## config.mk

```make
export PLATFORM = sky130hd
export DESIGN_NAME = maintenance_any_warning_out_flags
export DESIGN_NICKNAME = d
export VERILOG_FILES = /design/src/maint_any_warning_out_note_end.sv /design/src/maint_any_warning_out_pkg.sv /design/src/maintenance_any_warning_out_flags.sv
export SDC_FILE = /design/constraint.sdc
export NUM_CORES = 2
export LEC_CHECK = 0
export ABC_AREA = 1
export ABC_CLOCK_PERIOD_IN_PS = 4800
export BUFFER_PORTS_ARGS = -buffer_cell sky130_fd_sc_hd__buf_4
export CAP_MARGIN = 10
export CORE_MARGIN = 1
export CORE_UTILIZATION = 40
export CTS_CLUSTER_DIAMETER = 80
export DETAILED_ROUTE_END_ITERATION = 8
export PLACE_DENSITY = 0.56
export SYNTH_ARGS = -nofsm -noshare
export SYNTH_HDL_FRONTEND = slang
export SYNTH_SLANG_ARGS = --single-unit
```

## constraint.sdc

```tcl
create_clock -name pclk -period 4.8 [get_ports pclk]
set_input_delay 0.48 -clock pclk [delete_from_list [all_inputs] [get_ports pclk]]
set_output_delay 0.48 -clock pclk [all_outputs]
set_load 0.005 [all_outputs]
```

## src/maint_any_warning_out_note_end.sv

```systemverilog
// spare source of the monitor; it holds no code

```

## src/maint_any_warning_out_pkg.sv

```systemverilog
// constants and types shared by the maintenance information monitor
`default_nettype none
package maint_any_warning_out_pkg;
	localparam int NUM_ITEMS = 5;
	localparam int HIST_DEPTH = 16;
	localparam int VAL_W = 16;

	// item order inside the block, with the flag bit number of each item
	localparam int IT_TEMP = 0;
	localparam int IT_OVOLT = 1;
	localparam int IT_UVOLT = 2;
	localparam int IT_TORQUE = 3;
	localparam int IT_SPEED = 4;
	localparam logic [4:0][4:0] ITEM_CODE = {5'h08, 5'h07, 5'h05, 5'h04,
		5'h02};

	// hysteresis: temperature in 1 degC, voltage in 0.1 V, speed in r/min
	localparam logic [15:0] HYST_TEMP = 16'h0005;
	localparam logic [15:0] HYST_VOLT = 16'h0005;
	localparam logic [15:0] HYST_SPEED = 16'h0005;

	// register byte offsets
	localparam logic [11:0] OFS_CTRL = 12'h000;
	localparam logic [11:0] OFS_ROUTE = 12'h004;
	localparam logic [4:0][11:0] OFS_TH = {12'h018, 12'h014, 12'h010,
		12'h00c, 12'h008};
	localparam logic [11:0] OFS_FLAGS = 12'h01c;
	localparam logic [11:0] OFS_REMOTE = 12'h020;
	localparam logic [11:0] OFS_HCTL = 12'h024;
	localparam logic [11:0] OFS_HIDX = 12'h028;
	localparam logic [11:0] OFS_HCODE = 12'h02c;
	localparam logic [11:0] OFS_HTIME = 12'h030;
	localparam logic [11:0] OFS_HDATA = 12'h034;

	// field positions
	localparam int CTRL_AUTO_BIT = 0;
	localparam int CTRL_ACT_LSB = 4;
	localparam int FLAGS_ANY_BIT = 0;
	localparam int HCTL_CLEAR_BIT = 0;
	localparam int HCTL_REJCLR_BIT = 1;
	localparam int HCTL_REJ_BIT = 16;
	localparam int HCTL_HMI_BIT = 17;

	// reset values
	localparam logic RST_AUTO = 1'b1;
	localparam logic [4:0] RST_ACTION = 5'h1f;
	localparam logic [4:0] RST_ROUTE = 5'h00;
	localparam logic [4:0][15:0] RST_TH = {16'h0fa0, 16'h00c8, 16'h00b4,
		16'h0190, 16'h0055};

	// timing: history time stamp in ms, led blink step in ms
	localparam int CLK_NS = 4;
	localparam int TICK_NS = 1000000;
	localparam int TICK_CYCLES = (TICK_NS + CLK_NS - 1) / CLK_NS;
	localparam logic [7:0] LED_STEP_MS = 8'hc8;
	localparam logic [3:0] LED_STEPS = 4'ha;
	localparam logic [3:0] LED_ON_FIRST = 4'h0;
	localparam logic [3:0] LED_ON_SECOND = 4'h2;

	typedef struct packed {
		logic [4:0] code;
		logic [31:0] stamp;
		logic [15:0] data;
	} hist_entry_s;
endpackage
`default_nettype wire

```

## src/maintenance_any_warning_out_flags.sv

```systemverilog
// maintenance information monitor with flags, led blink and event history
`timescale 1ns/1ns
`default_nettype none

// What this block does
// a met information condition raises that item's own flag output
// each flag goes to its direct output pin or to a remote bit
// host reads every flag state through a register
// summary output is high while any applied item is generated
// while generated the orange indicator blinks twice, then pauses
// information never stops the motor; the stop request stays low
// item with action off raises only its flag, not summary or led
// auto clear on by default; flag drops once release condition holds
// auto clear off keeps the item latched after release
// history holds up to 16 events, newest first
// each entry holds code, generation time and measured value
// host reads history and clears it through registers
// history is empty after reset
// history clear is refused while the human interface input is off
// bit 2 sets at temperature threshold, releases 5 degC below it
// bit 4 sets at overvoltage threshold, releases 0.5 V below it
// bit 5 sets at undervoltage threshold, releases 0.5 V above it
// bit 7 sets at torque threshold, releases below it, no hysteresis
// bit 8 sets at speed threshold, releases 5 r/min below it
// a new event is pushed on entry; the oldest drops when full
module maintenance_any_warning_out_flags #(
	parameter int TICK_CYC = maint_any_warning_out_pkg::TICK_CYCLES
) (
	input wire logic pclk,
	input wire logic presetn,
	input wire logic psel,
	input wire logic penable,
	input wire logic pwrite,
	input wire logic [11:0] paddr,
	input wire logic [31:0] pwdata,
	output logic [31:0] prdata,
	output logic pready,
	output logic pslverr,
	input wire logic [15:0] temp_meas,
	input wire logic [15:0] volt_meas,
	input wire logic [15:0] torque_meas,
	input wire logic [15:0] speed_meas,
	input wire logic human_interface_enable,
	output logic temp_warn_flag,
	output logic overvolt_warn_flag,
	output logic undervolt_warn_flag,
	output logic torque_warn_flag,
	output logic speed_warn_flag,
	output logic [4:0] flag_direct_out,
	output logic any_warning_out,
	output logic power_alarm_led,
	output logic motor_stop_req
);
	typedef struct packed {
		logic hmi_s1;
		logic hmi_s2;
		logic auto_clear;
		logic [4:0] action;
		logic [4:0] route;
		logic [4:0][15:0] th;
		logic [4:0] flags;
		logic [4:0] direct;
		logic any_out;
		logic led;
		logic [4:0] pend;
		logic [15:0][52:0] hist;
		logic [4:0] count;
		logic [3:0] hidx;
		logic rej;
		logic [17:0] ms_div;
		logic [31:0] ms_time;
		logic [7:0] led_ms;
		logic [3:0] led_step;
		logic pready;
		logic pslverr;
		logic [31:0] prdata;
		logic stop;
	} state_s;

	localparam logic [17:0] TICK_LAST = 18'(TICK_CYC - 1);

	state_s state_ff;
	state_s nxt_state;
	logic [4:0][15:0] meas;

	assign meas = {speed_meas, torque_meas, undervolt_meas_dummy(volt_meas),
		volt_meas, temp_meas};

	// identity helper so the voltage feeds both voltage items
	function automatic logic [15:0] undervolt_meas_dummy(
		input logic [15:0] v);
		return v;
	endfunction

	// value has dropped at least hy below th
	function automatic logic fell_below(input logic [15:0] v,
		input logic [15:0] th, input logic [15:0] hy);
		return ({1'b0, v} + {1'b0, hy}) <= {1'b0, th};
	endfunction

	// value has risen at least hy above th
	function automatic logic rose_above(input logic [15:0] v,
		input logic [15:0] th, input logic [15:0] hy);
		return {1'b0, v} >= ({1'b0, th} + {1'b0, hy});
	endfunction

	// flag next state: set on condition, drop on release only if auto
	function automatic logic hyst_next(input logic cur, input logic set_c,
		input logic rel_c, input logic auto_c);
		logic r;
		r = set_c;
		if (cur) begin
			r = !(auto_c && rel_c);
		end
		return r;
	endfunction

	// offset is a mapped register
	function automatic logic reg_mapped(input logic [11:0] a);
		logic r;
		r = (a == maint_any_warning_out_pkg::OFS_CTRL) ||
			(a == maint_any_warning_out_pkg::OFS_ROUTE) ||
			(a == maint_any_warning_out_pkg::OFS_FLAGS) ||
			(a == maint_any_warning_out_pkg::OFS_REMOTE) ||
			(a == maint_any_warning_out_pkg::OFS_HCTL) ||
			(a == maint_any_warning_out_pkg::OFS_HIDX) ||
			(a == maint_any_warning_out_pkg::OFS_HCODE) ||
			(a == maint_any_warning_out_pkg::OFS_HTIME) ||
			(a == maint_any_warning_out_pkg::OFS_HDATA);
		for (int k = 0; k < maint_any_warning_out_pkg::NUM_ITEMS; k++) begin
			if (a == maint_any_warning_out_pkg::OFS_TH[k]) begin
				r = 1'b1;
			end
		end
		return r;
	endfunction

	always_comb begin
		logic [4:0] set_c;
		logic [4:0] rel_c;
		logic [4:0] rise;
		logic tick;
		logic access;
		logic done;
		logic wr;
		logic push;
		logic clr_req;
		logic [2:0] pick;
		logic [31:0] rd;
		maint_any_warning_out_pkg::hist_entry_s ent;
		set_c = '0;
		rel_c = '0;
		rise = '0;
		pick = '0;
		rd = '0;
		ent = '0;
		push = 1'b0;
		tick = 1'b0;
		access = 1'b0;
		done = 1'b0;
		wr = 1'b0;
		clr_req = 1'b0;
		nxt_state = state_ff;
		nxt_state.stop = 1'b0;

		nxt_state.hmi_s1 = human_interface_enable;
		nxt_state.hmi_s2 = state_ff.hmi_s1;

		// millisecond time base for history stamps and led timing
		tick = (state_ff.ms_div == TICK_LAST);
		if (tick) begin
			nxt_state.ms_div = '0;
			nxt_state.ms_time = state_ff.ms_time + 32'h0000_0001;
		end else begin
			nxt_state.ms_div = state_ff.ms_div + 18'h0_0001;
		end

		// set and release conditions per item
		// a set at v >= th is written as not (v + 1 <= th)
		set_c[maint_any_warning_out_pkg::IT_TEMP] = !fell_below(temp_meas,
			state_ff.th[maint_any_warning_out_pkg::IT_TEMP], 16'h0001);
		rel_c[maint_any_warning_out_pkg::IT_TEMP] = fell_below(temp_meas,
			state_ff.th[maint_any_warning_out_pkg::IT_TEMP],
			maint_any_warning_out_pkg::HYST_TEMP);
		set_c[maint_any_warning_out_pkg::IT_OVOLT] = !fell_below(volt_meas,
			state_ff.th[maint_any_warning_out_pkg::IT_OVOLT], 16'h0001);
		rel_c[maint_any_warning_out_pkg::IT_OVOLT] = fell_below(volt_meas,
			state_ff.th[maint_any_warning_out_pkg::IT_OVOLT],
			maint_any_warning_out_pkg::HYST_VOLT);
		set_c[maint_any_warning_out_pkg::IT_UVOLT] = !rose_above(volt_meas,
			state_ff.th[maint_any_warning_out_pkg::IT_UVOLT], 16'h0001);
		rel_c[maint_any_warning_out_pkg::IT_UVOLT] = rose_above(volt_meas,
			state_ff.th[maint_any_warning_out_pkg::IT_UVOLT],
			maint_any_warning_out_pkg::HYST_VOLT);
		set_c[maint_any_warning_out_pkg::IT_TORQUE] = !fell_below(torque_meas,
			state_ff.th[maint_any_warning_out_pkg::IT_TORQUE], 16'h0001);
		rel_c[maint_any_warning_out_pkg::IT_TORQUE] =
			!set_c[maint_any_warning_out_pkg::IT_TORQUE];
		set_c[maint_any_warning_out_pkg::IT_SPEED] = !fell_below(speed_meas,
			state_ff.th[maint_any_warning_out_pkg::IT_SPEED], 16'h0001);
		rel_c[maint_any_warning_out_pkg::IT_SPEED] = fell_below(speed_meas,
			state_ff.th[maint_any_warning_out_pkg::IT_SPEED],
			maint_any_warning_out_pkg::HYST_SPEED);

		for (int i = 0; i < maint_any_warning_out_pkg::NUM_ITEMS; i++) begin
			nxt_state.flags[i] = hyst_next(state_ff.flags[i], set_c[i],
				rel_c[i], state_ff.auto_clear);
		end
		rise = nxt_state.flags & ~state_ff.flags;

		nxt_state.direct = nxt_state.flags & ~state_ff.route;
		nxt_state.any_out = |(nxt_state.flags & state_ff.action);

		// led: two blinks then a pause, repeated while generated
		if (state_ff.any_out) begin
			if (tick) begin
				if (state_ff.led_ms == maint_any_warning_out_pkg::LED_STEP_MS - 8'h01)
					begin
					nxt_state.led_ms = '0;
					if (state_ff.led_step ==
						maint_any_warning_out_pkg::LED_STEPS - 4'h1) begin
						nxt_state.led_step = '0;
					end else begin
						nxt_state.led_step = state_ff.led_step + 4'h1;
					end
				end else begin
					nxt_state.led_ms = state_ff.led_ms + 8'h01;
				end
			end
			nxt_state.led = (state_ff.led_step ==
				maint_any_warning_out_pkg::LED_ON_FIRST) ||
				(state_ff.led_step == maint_any_warning_out_pkg::LED_ON_SECOND);
		end else begin
			nxt_state.led_ms = '0;
			nxt_state.led_step = '0;
			nxt_state.led = 1'b0;
		end

		// apb: one wait state, write and read data at the completing edge
		access = psel && penable;
		done = access && state_ff.pready;
		wr = done && pwrite;
		nxt_state.pready = access && !state_ff.pready;
		clr_req = wr && (paddr == maint_any_warning_out_pkg::OFS_HCTL) &&
			pwdata[maint_any_warning_out_pkg::HCTL_CLEAR_BIT];

		// history clear; a push in the same cycle still lands
		if (clr_req) begin
			if (!state_ff.pslverr) begin
				nxt_state.count = '0;
				nxt_state.pend = '0;
			end
		end
		if (wr && (paddr == maint_any_warning_out_pkg::OFS_HCTL) &&
			pwdata[maint_any_warning_out_pkg::HCTL_REJCLR_BIT]) begin
			nxt_state.rej = 1'b0;
		end
		if (clr_req && state_ff.pslverr) begin
			nxt_state.rej = 1'b1;
		end

		// queue newly generated items, push the lowest pending one
		for (int i = maint_any_warning_out_pkg::NUM_ITEMS - 1; i >= 0; i--) begin
			if (state_ff.pend[i]) begin
				pick = 3'(i);
				push = 1'b1;
			end
		end
		if (push) begin
			ent.code = maint_any_warning_out_pkg::ITEM_CODE[pick];
			ent.stamp = state_ff.ms_time;
			ent.data = meas[pick];
			nxt_state.hist = {state_ff.hist[14:0], ent};
			if (nxt_state.count != 5'h10) begin
				nxt_state.count = nxt_state.count + 5'h01;
			end
			nxt_state.pend[pick] = 1'b0;
		end
		nxt_state.pend = nxt_state.pend | rise;

		if (wr && !state_ff.pslverr) begin
			if (paddr == maint_any_warning_out_pkg::OFS_CTRL) begin
				nxt_state.auto_clear = pwdata[maint_any_warning_out_pkg::CTRL_AUTO_BIT];
				nxt_state.action =
					pwdata[maint_any_warning_out_pkg::CTRL_ACT_LSB +: 5];
			end
			if (paddr == maint_any_warning_out_pkg::OFS_ROUTE) begin
				nxt_state.route = pwdata[4:0];
			end
			if (paddr == maint_any_warning_out_pkg::OFS_HIDX) begin
				nxt_state.hidx = pwdata[3:0];
			end
			for (int i = 0; i < maint_any_warning_out_pkg::NUM_ITEMS; i++) begin
				if (paddr == maint_any_warning_out_pkg::OFS_TH[i]) begin
					nxt_state.th[i] = pwdata[15:0];
				end
			end
		end

		// read mux, captured in the wait cycle
		ent = state_ff.hist[state_ff.hidx];
		case (paddr)
			maint_any_warning_out_pkg::OFS_CTRL: begin
				rd[maint_any_warning_out_pkg::CTRL_AUTO_BIT] = state_ff.auto_clear;
				rd[maint_any_warning_out_pkg::CTRL_ACT_LSB +: 5] = state_ff.action;
			end
			maint_any_warning_out_pkg::OFS_ROUTE: rd[4:0] = state_ff.route;
			maint_any_warning_out_pkg::OFS_FLAGS: begin
				for (int i = 0; i < maint_any_warning_out_pkg::NUM_ITEMS; i++) begin
					rd[maint_any_warning_out_pkg::ITEM_CODE[i]] = state_ff.flags[i];
				end
				rd[maint_any_warning_out_pkg::FLAGS_ANY_BIT] = state_ff.any_out;
			end
			maint_any_warning_out_pkg::OFS_REMOTE: begin
				for (int i = 0; i < maint_any_warning_out_pkg::NUM_ITEMS; i++) begin
					rd[maint_any_warning_out_pkg::ITEM_CODE[i]] =
						state_ff.flags[i] && state_ff.route[i];
				end
			end
			maint_any_warning_out_pkg::OFS_HCTL: begin
				rd[4:0] = state_ff.count;
				rd[maint_any_warning_out_pkg::HCTL_REJ_BIT] = state_ff.rej;
				rd[maint_any_warning_out_pkg::HCTL_HMI_BIT] = state_ff.hmi_s2;
			end
			maint_any_warning_out_pkg::OFS_HIDX: rd[3:0] = state_ff.hidx;
			maint_any_warning_out_pkg::OFS_HCODE: begin
				if ({1'b0, state_ff.hidx} < state_ff.count) begin
					rd[4:0] = ent.code;
				end
			end
			maint_any_warning_out_pkg::OFS_HTIME: begin
				if ({1'b0, state_ff.hidx} < state_ff.count) begin
					rd = ent.stamp;
				end
			end
			maint_any_warning_out_pkg::OFS_HDATA: begin
				if ({1'b0, state_ff.hidx} < state_ff.count) begin
					rd[15:0] = ent.data;
				end
			end
			default: begin
				for (int i = 0; i < maint_any_warning_out_pkg::NUM_ITEMS; i++) begin
					if (paddr == maint_any_warning_out_pkg::OFS_TH[i]) begin
						rd[15:0] = state_ff.th[i];
					end
				end
			end
		endcase
		if (access && !state_ff.pready) begin
			nxt_state.prdata = pwrite ? 32'h0000_0000 : rd;
			nxt_state.pslverr = !reg_mapped(paddr) ||
				(pwrite && (paddr == maint_any_warning_out_pkg::OFS_HCTL) &&
				pwdata[maint_any_warning_out_pkg::HCTL_CLEAR_BIT] &&
				!state_ff.hmi_s2);
		end else if (done) begin
			nxt_state.prdata = '0;
			nxt_state.pslverr = 1'b0;
		end
	end

	always_ff @(posedge pclk or negedge presetn) begin
		if (!presetn) begin
			state_ff <= '0;
			state_ff.auto_clear <= maint_any_warning_out_pkg::RST_AUTO;
			state_ff.action <= maint_any_warning_out_pkg::RST_ACTION;
			state_ff.route <= maint_any_warning_out_pkg::RST_ROUTE;
			state_ff.th <= maint_any_warning_out_pkg::RST_TH;
		end else begin
			state_ff <= nxt_state;
		end
	end

	assign prdata = state_ff.prdata;
	assign pready = state_ff.pready;
	assign pslverr = state_ff.pslverr;
	assign temp_warn_flag = state_ff.flags[maint_any_warning_out_pkg::IT_TEMP];
	assign overvolt_warn_flag = state_ff.flags[maint_any_warning_out_pkg::IT_OVOLT];
	assign undervolt_warn_flag = state_ff.flags[maint_any_warning_out_pkg::IT_UVOLT];
	assign torque_warn_flag = state_ff.flags[maint_any_warning_out_pkg::IT_TORQUE];
	assign speed_warn_flag = state_ff.flags[maint_any_warning_out_pkg::IT_SPEED];
	assign flag_direct_out = state_ff.direct;
	assign any_warning_out = state_ff.any_out;
	assign power_alarm_led = state_ff.led;
	// information never requests a stop; alarms live elsewhere
	assign motor_stop_req = state_ff.stop;
endmodule // maintenance_any_warning_out_flags
`default_nettype wire

```

# ---- Word-level counts from Yosys, hierarchy flattened
# Memory sizes are Yosys's and may differ from the RTL's.
# Index checks and enable logic that the tools add are counted.
dict set report word_totals {
  regBits 1064
  romBits 40
  word_cells 227
  mem_count 1
}
# name depth width read_ports rd_clocked_by_memory_dff wr line_no
set mem_list {}
lappend mem_list {{(name not given)} 8 5 1 0 0 maintenance_any_warning_out_flags.sv:270} ;# ent.code = maint_any_warning_out_pkg::ITEM_CODE[pick];
dict set report classes {
  add_sub_neg 14
  magnitude_cmp 13
  eq_ne 20
  mux 65
  bitwise_logic 8
  n_reduce_logical 65
}
# operator n
set ops {}
lappend ops {{$mux W858} 1}
lappend ops {{$bmux W53 S4} 1}
lappend ops {{$le A17 B16 Y1} 7}
lappend ops {{$mux W16} 7}
lappend ops {{$add A16 B1 Y17 const B} 5}
lappend ops {{$eq A12 B6 Y1 const B} 6}
lappend ops {{$add A16 B3 Y17 const B} 4}
lappend ops {{$mux W33} 2}
lappend ops {{$mux W32} 2}
lappend ops {{$mux W53} 1}
lappend ops {{$bmux W16 S3} 1}
lappend ops {{$eq A12 B5 Y1 const B} 4}
lappend ops {{$mux W5} 7}
lappend ops {{$ge A16 B17 Y1} 2}
lappend ops {{$add A32 B1 Y32 const B} 1}
lappend ops {{$pmux W1 S9} 3}
lappend ops {{$eq A12 B4 Y1 const B} 2}
lappend ops {{$mux W12} 2}
lappend ops {{$logic_and A1 B1 Y1} 23}
lappend ops {{$pmux W7 S3} 1}
lappend ops {{$and A5 B5 Y5} 4}
lappend ops {{$mux W1} 20}
lappend ops {{$add A18 B1 Y18 const B} 1}
lappend ops {{$eq A18 B18 Y1 const B} 1}
lappend ops {{37 further kinds} 77}

# ---- Logic depth before layout (Yosys ltp)
dict set report logic_depth {
  word_depth 18
  mapped_depth 23
}

# ---- Least setup slack after synthesis
# OpenSTA, ideal clock, no wires.
dict set report synth_timing {
  kind {input -> register}
  start {in torque_meas[2]}
  end {reg state_ff (netlist bit any_warning_out)}
  setup_ns 0.119
  arrival_time_ns 2.702
  required_ns 4.681
  path_slack_ns 1.980
  stages 18
  path_buffers 0
  cell_sequence {inv_1 > nor3_1 > nand3_1 > nor2_1 > nand3_1 > nor2_1 > nand3_1 > xnor2_1 > ha_1 > nand2_1 > nor4_1 > nand2_1 > o21ai_1 > nand2_1 > nand2_1 > nand2_1 > nor2_1 > nand2_1}
}
# element line_no
set synth_lines {}
lappend synth_lines {{from (decl)} maintenance_any_warning_out_flags.sv:41} ;# input wire logic [15:0] torque_meas,
lappend synth_lines {{to (signal assigned)} maintenance_any_warning_out_flags.sv:369} ;# state_ff <= nxt_state;
lappend synth_lines {{to (decl)} maintenance_any_warning_out_flags.sv:82} ;# state_s state_ff;

==> impl_results.md <==
* Final setup TNS at 0 ps
* Cts bufs inserted at 116
* Setup CP Type: flop to flop
* Fin nets at 7283
* CP dominant cell by count: nand2_1
* Skew final at 34.8 ps
* Top_reg_cell synth: dfrtp_1
* DRC at 0
* Largest net degree at the start of global routing at 229
* Clk Latency, worst-skew pair at 720 ps
* Least-Margin Pin Slew at 1170 ps
* Power Dens Cells at 370 mW/mm2
* First-pass GRT wire length at 251 mm
* Slowest stage delay, CP at 510 ps
* Total Routing Usage GR at 22.4%
* Port Buffer Count at 143
* Syn avg cell area at 7.77 um2
* Resize count post-CTS at 0
* Core area at 0.137 mm2
* Overall via count from detail_route at 46226
* Die Wd at 374 um
* CP required at 5450 ps
* Fin crit share at 68.4%
* Post-synthesis cell count at 7126
* CP Cell Sequence: ha_1, nand2_1, nor2_1, nand3_1, nor2_1, xor2_1, ha_1, nand2_1, nor2_1, a211oi_1, nand2_1, nand2_1, nand2_1, nand2_1, nand2_1, nand2_1, nand2_1, nand2_1, nor2_1, nand2_1
* M2 GR Usage at 36.4%
* Bufs and invs on worst path at 0
* Vias per cell at 5.19
* Per-cell routed wire length at 17.8 um
* DRT antenna net count at 0
* Fill cells at 13870
* Startpoint Class: flop
* Worst IR Drop VDD at 0.000259 V
* Die area at 0.140 mm2
* Grt peak-use layer: met2
* Final core utilization at 44.6%
* Pleak at 28.6 nW
* Async SR Flop Fraction at 100%
* Synth warn at 0
* Area grow syn2layout at 10.6%
* Final Hold Fails at 0
* Arrival @ worst endpoint at 3930 ps
* DRT Wirelength at 158 mm
* Grt met3 use at 2.71%
* Vias in the first global route at 43377
* Clk sink count at 1048
* Crit path capture type: flop
* Crit-path max FO at 5
* Critical path's top delay family: simple AND/OR/NAND/NOR gates
* Post-CTS Setup Bufs at 0
* Syn nets at 7390
* Grt total ovfl at 0
* Distinct cells, synth at 58
* First DRT Iteration DRCs at 4108
* Critical-path top delay cell: dfrtp_1
* FP Rows at 136
* Slew Viols, Final at 0
* CTS clk-pin slew, worst paths at 60 ps
* Final setup viols at 0
* Max cap viols at 0
* DR pass1 iterations at 5
* RSZ-0062 raised after global routing: false
* Seq/Total Area, Yosys at 47.4%
* CTS tree: built
* Gpl congestion at 0.901
* Placed wire-length estimate at 103 mm
* Starting Density at 40.3%
* Register bit total from synthesis at 1048
* Minimum clock period after layout at 3280 ps
* Clock Root Buffer: clkbuf_16
* Max-slew headroom at 22.2%
* H-tree level count at 3
* Post-Syn Area at 0.0554 mm2
* Share of layout cells above drive strength 1 at 6.71%
* CTS max path bufs at 3
* Run status: complete, no violations
* Initial antenna violation count at 2
* Post-synth EDFFs at 0
* Max frequency at 305 MHz
* Met1 usage at 31.3%
* Top Ports at 161
* Die height at 374 um
* Worst hold path type: input pin to flop
* Hold buffer count at cts at 2
## routing by layer
layer / wire [um] / part of all wire (%)
met5: 0 / 0
met4: 4560 / 2.9
met3: 6790 / 4.3
met2: 73800 / 47
met1: 73100 / 46
## cell usage in the layout, fill, tap and decap left out, types with 74 or more instances in the layout
master	n
a21oi_1	396
mux2i_1	128
o21ai_0	940
inv_1	542
buf_4	185
nand3_1	218
nand2_1	2497
clkbuf_16	117
ha_1	150
xor2_1	126
nor2_1	212
dfrtp_1	1018
nor3_1	74
## final timing paths
check / cells after the start / to / slack (ps) / start
max in group asynchronous: 3 / state_ff[1022] / 3000 / presetn
hold reg to reg: 0 / state_ff[1063] / 350 / nxt_state[1063]
setup / recovery: 20 / any_warning_out / 1520 / state_ff[1004]
hold / removal: 4 / state_ff[97] / 100 / pwdata[1]
setup reg to reg: 20 / any_warning_out / 1520 / state_ff[1004]
min in group asynchronous: 2 / state_ff[548] / 480 / presetn
## per-stage QoR
| step | std cells | hold WS [ps] | cell area (um2) | worst slack, ps | power (mW) |
|---|---|---|---|---|---|
| 2_1_floorplan | 7126 | 184 | 55400 | 1980 | 13.0 |
| 3_3_place_gp | 8693 | 335 | 57500 | 1270 | 14.0 |
| 3_5_place_dp | 8693 | 336 | 57500 | 1270 | 14.1 |
| 4_1_cts | 8908 | 40.2 | 61300 | 1530 | 23.0 |
| 5_1_grt | 8908 | 65.7 | 61300 | 1230 | 23.9 |
| 6_report | 8909 | 97.9 | 61300 | 1520 | 22.7 |
## layout make-up
| class | instances | area (um2) | share of cell area [%] |
|---|---|---|---|
| clock inverters | 25 | 236 | 0.386 |
| multi-input cells | 5073 | 25000 | 40.8 |
| clock buffers | 188 | 3500 | 5.72 |
| inverters | 570 | 2160 | 3.53 |
| diodes | 1 | 2.50 | 0.00408 |
| well taps | 1794 | 2240 | 3.66 |
| repair buffers | 210 | 1860 | 3.04 |
| flip-flops and latches | 1048 | 26300 | 42.9 |
## tightest hold or removal path: cells and delay by family
kind,cells,cell delay [ps]
AO/OA/AOI/OAI,1,70
AND/OR/NAND/NOR,2,120
buffers and inverters,1,100
## report_power, final
part	leakage [nW]	internal (mW)	switching, mW
sequential	14.2	9.98	0.742
clock	1.84	5.03	3.70
combinational	12.5	1.08	2.16
total	28.6	16.1	6.61
## registers in the layout (all words and copies together) (netlist names)
register	count
state_ff	1001
prdata	32
flag_direct_out	5
any_warning_out	1
nxt_state	1
overvolt_warn_flag	1
power_alarm_led	1
pready	1
pslverr	1
speed_warn_flag	1
temp_warn_flag	1
torque_warn_flag	1
undervolt_warn_flag	1
## synthesized netlist by cell type, types with 104 or more instances
master       n  area share (%)
xor2_1     126             2.0
o21ai_0    940             8.5
buf_2      104            0.94
dfrtp_1   1022              46
nor2_1     213             1.4
inv_1      542             3.7
mux2i_1    128             2.3
nand2_1   2497              17
clkbuf_1   249             1.7
ha_1       150             3.4
nand3_1    218             2.0
a21oi_1    396             3.6
## cell families after synthesis
kind of cell	synth area share (%)
AND/OR/NAND/NOR	22.5
AO/OA/AOI/OAI	14.6
flip-flops	47.4
buffers and inverters	7.47
adder cells (fa/ha/maj)	3.39
XOR/XNOR	2.37
multiplexers	2.31
other	0.00677
No activity file was read; power rests on OpenSTA's default activity.
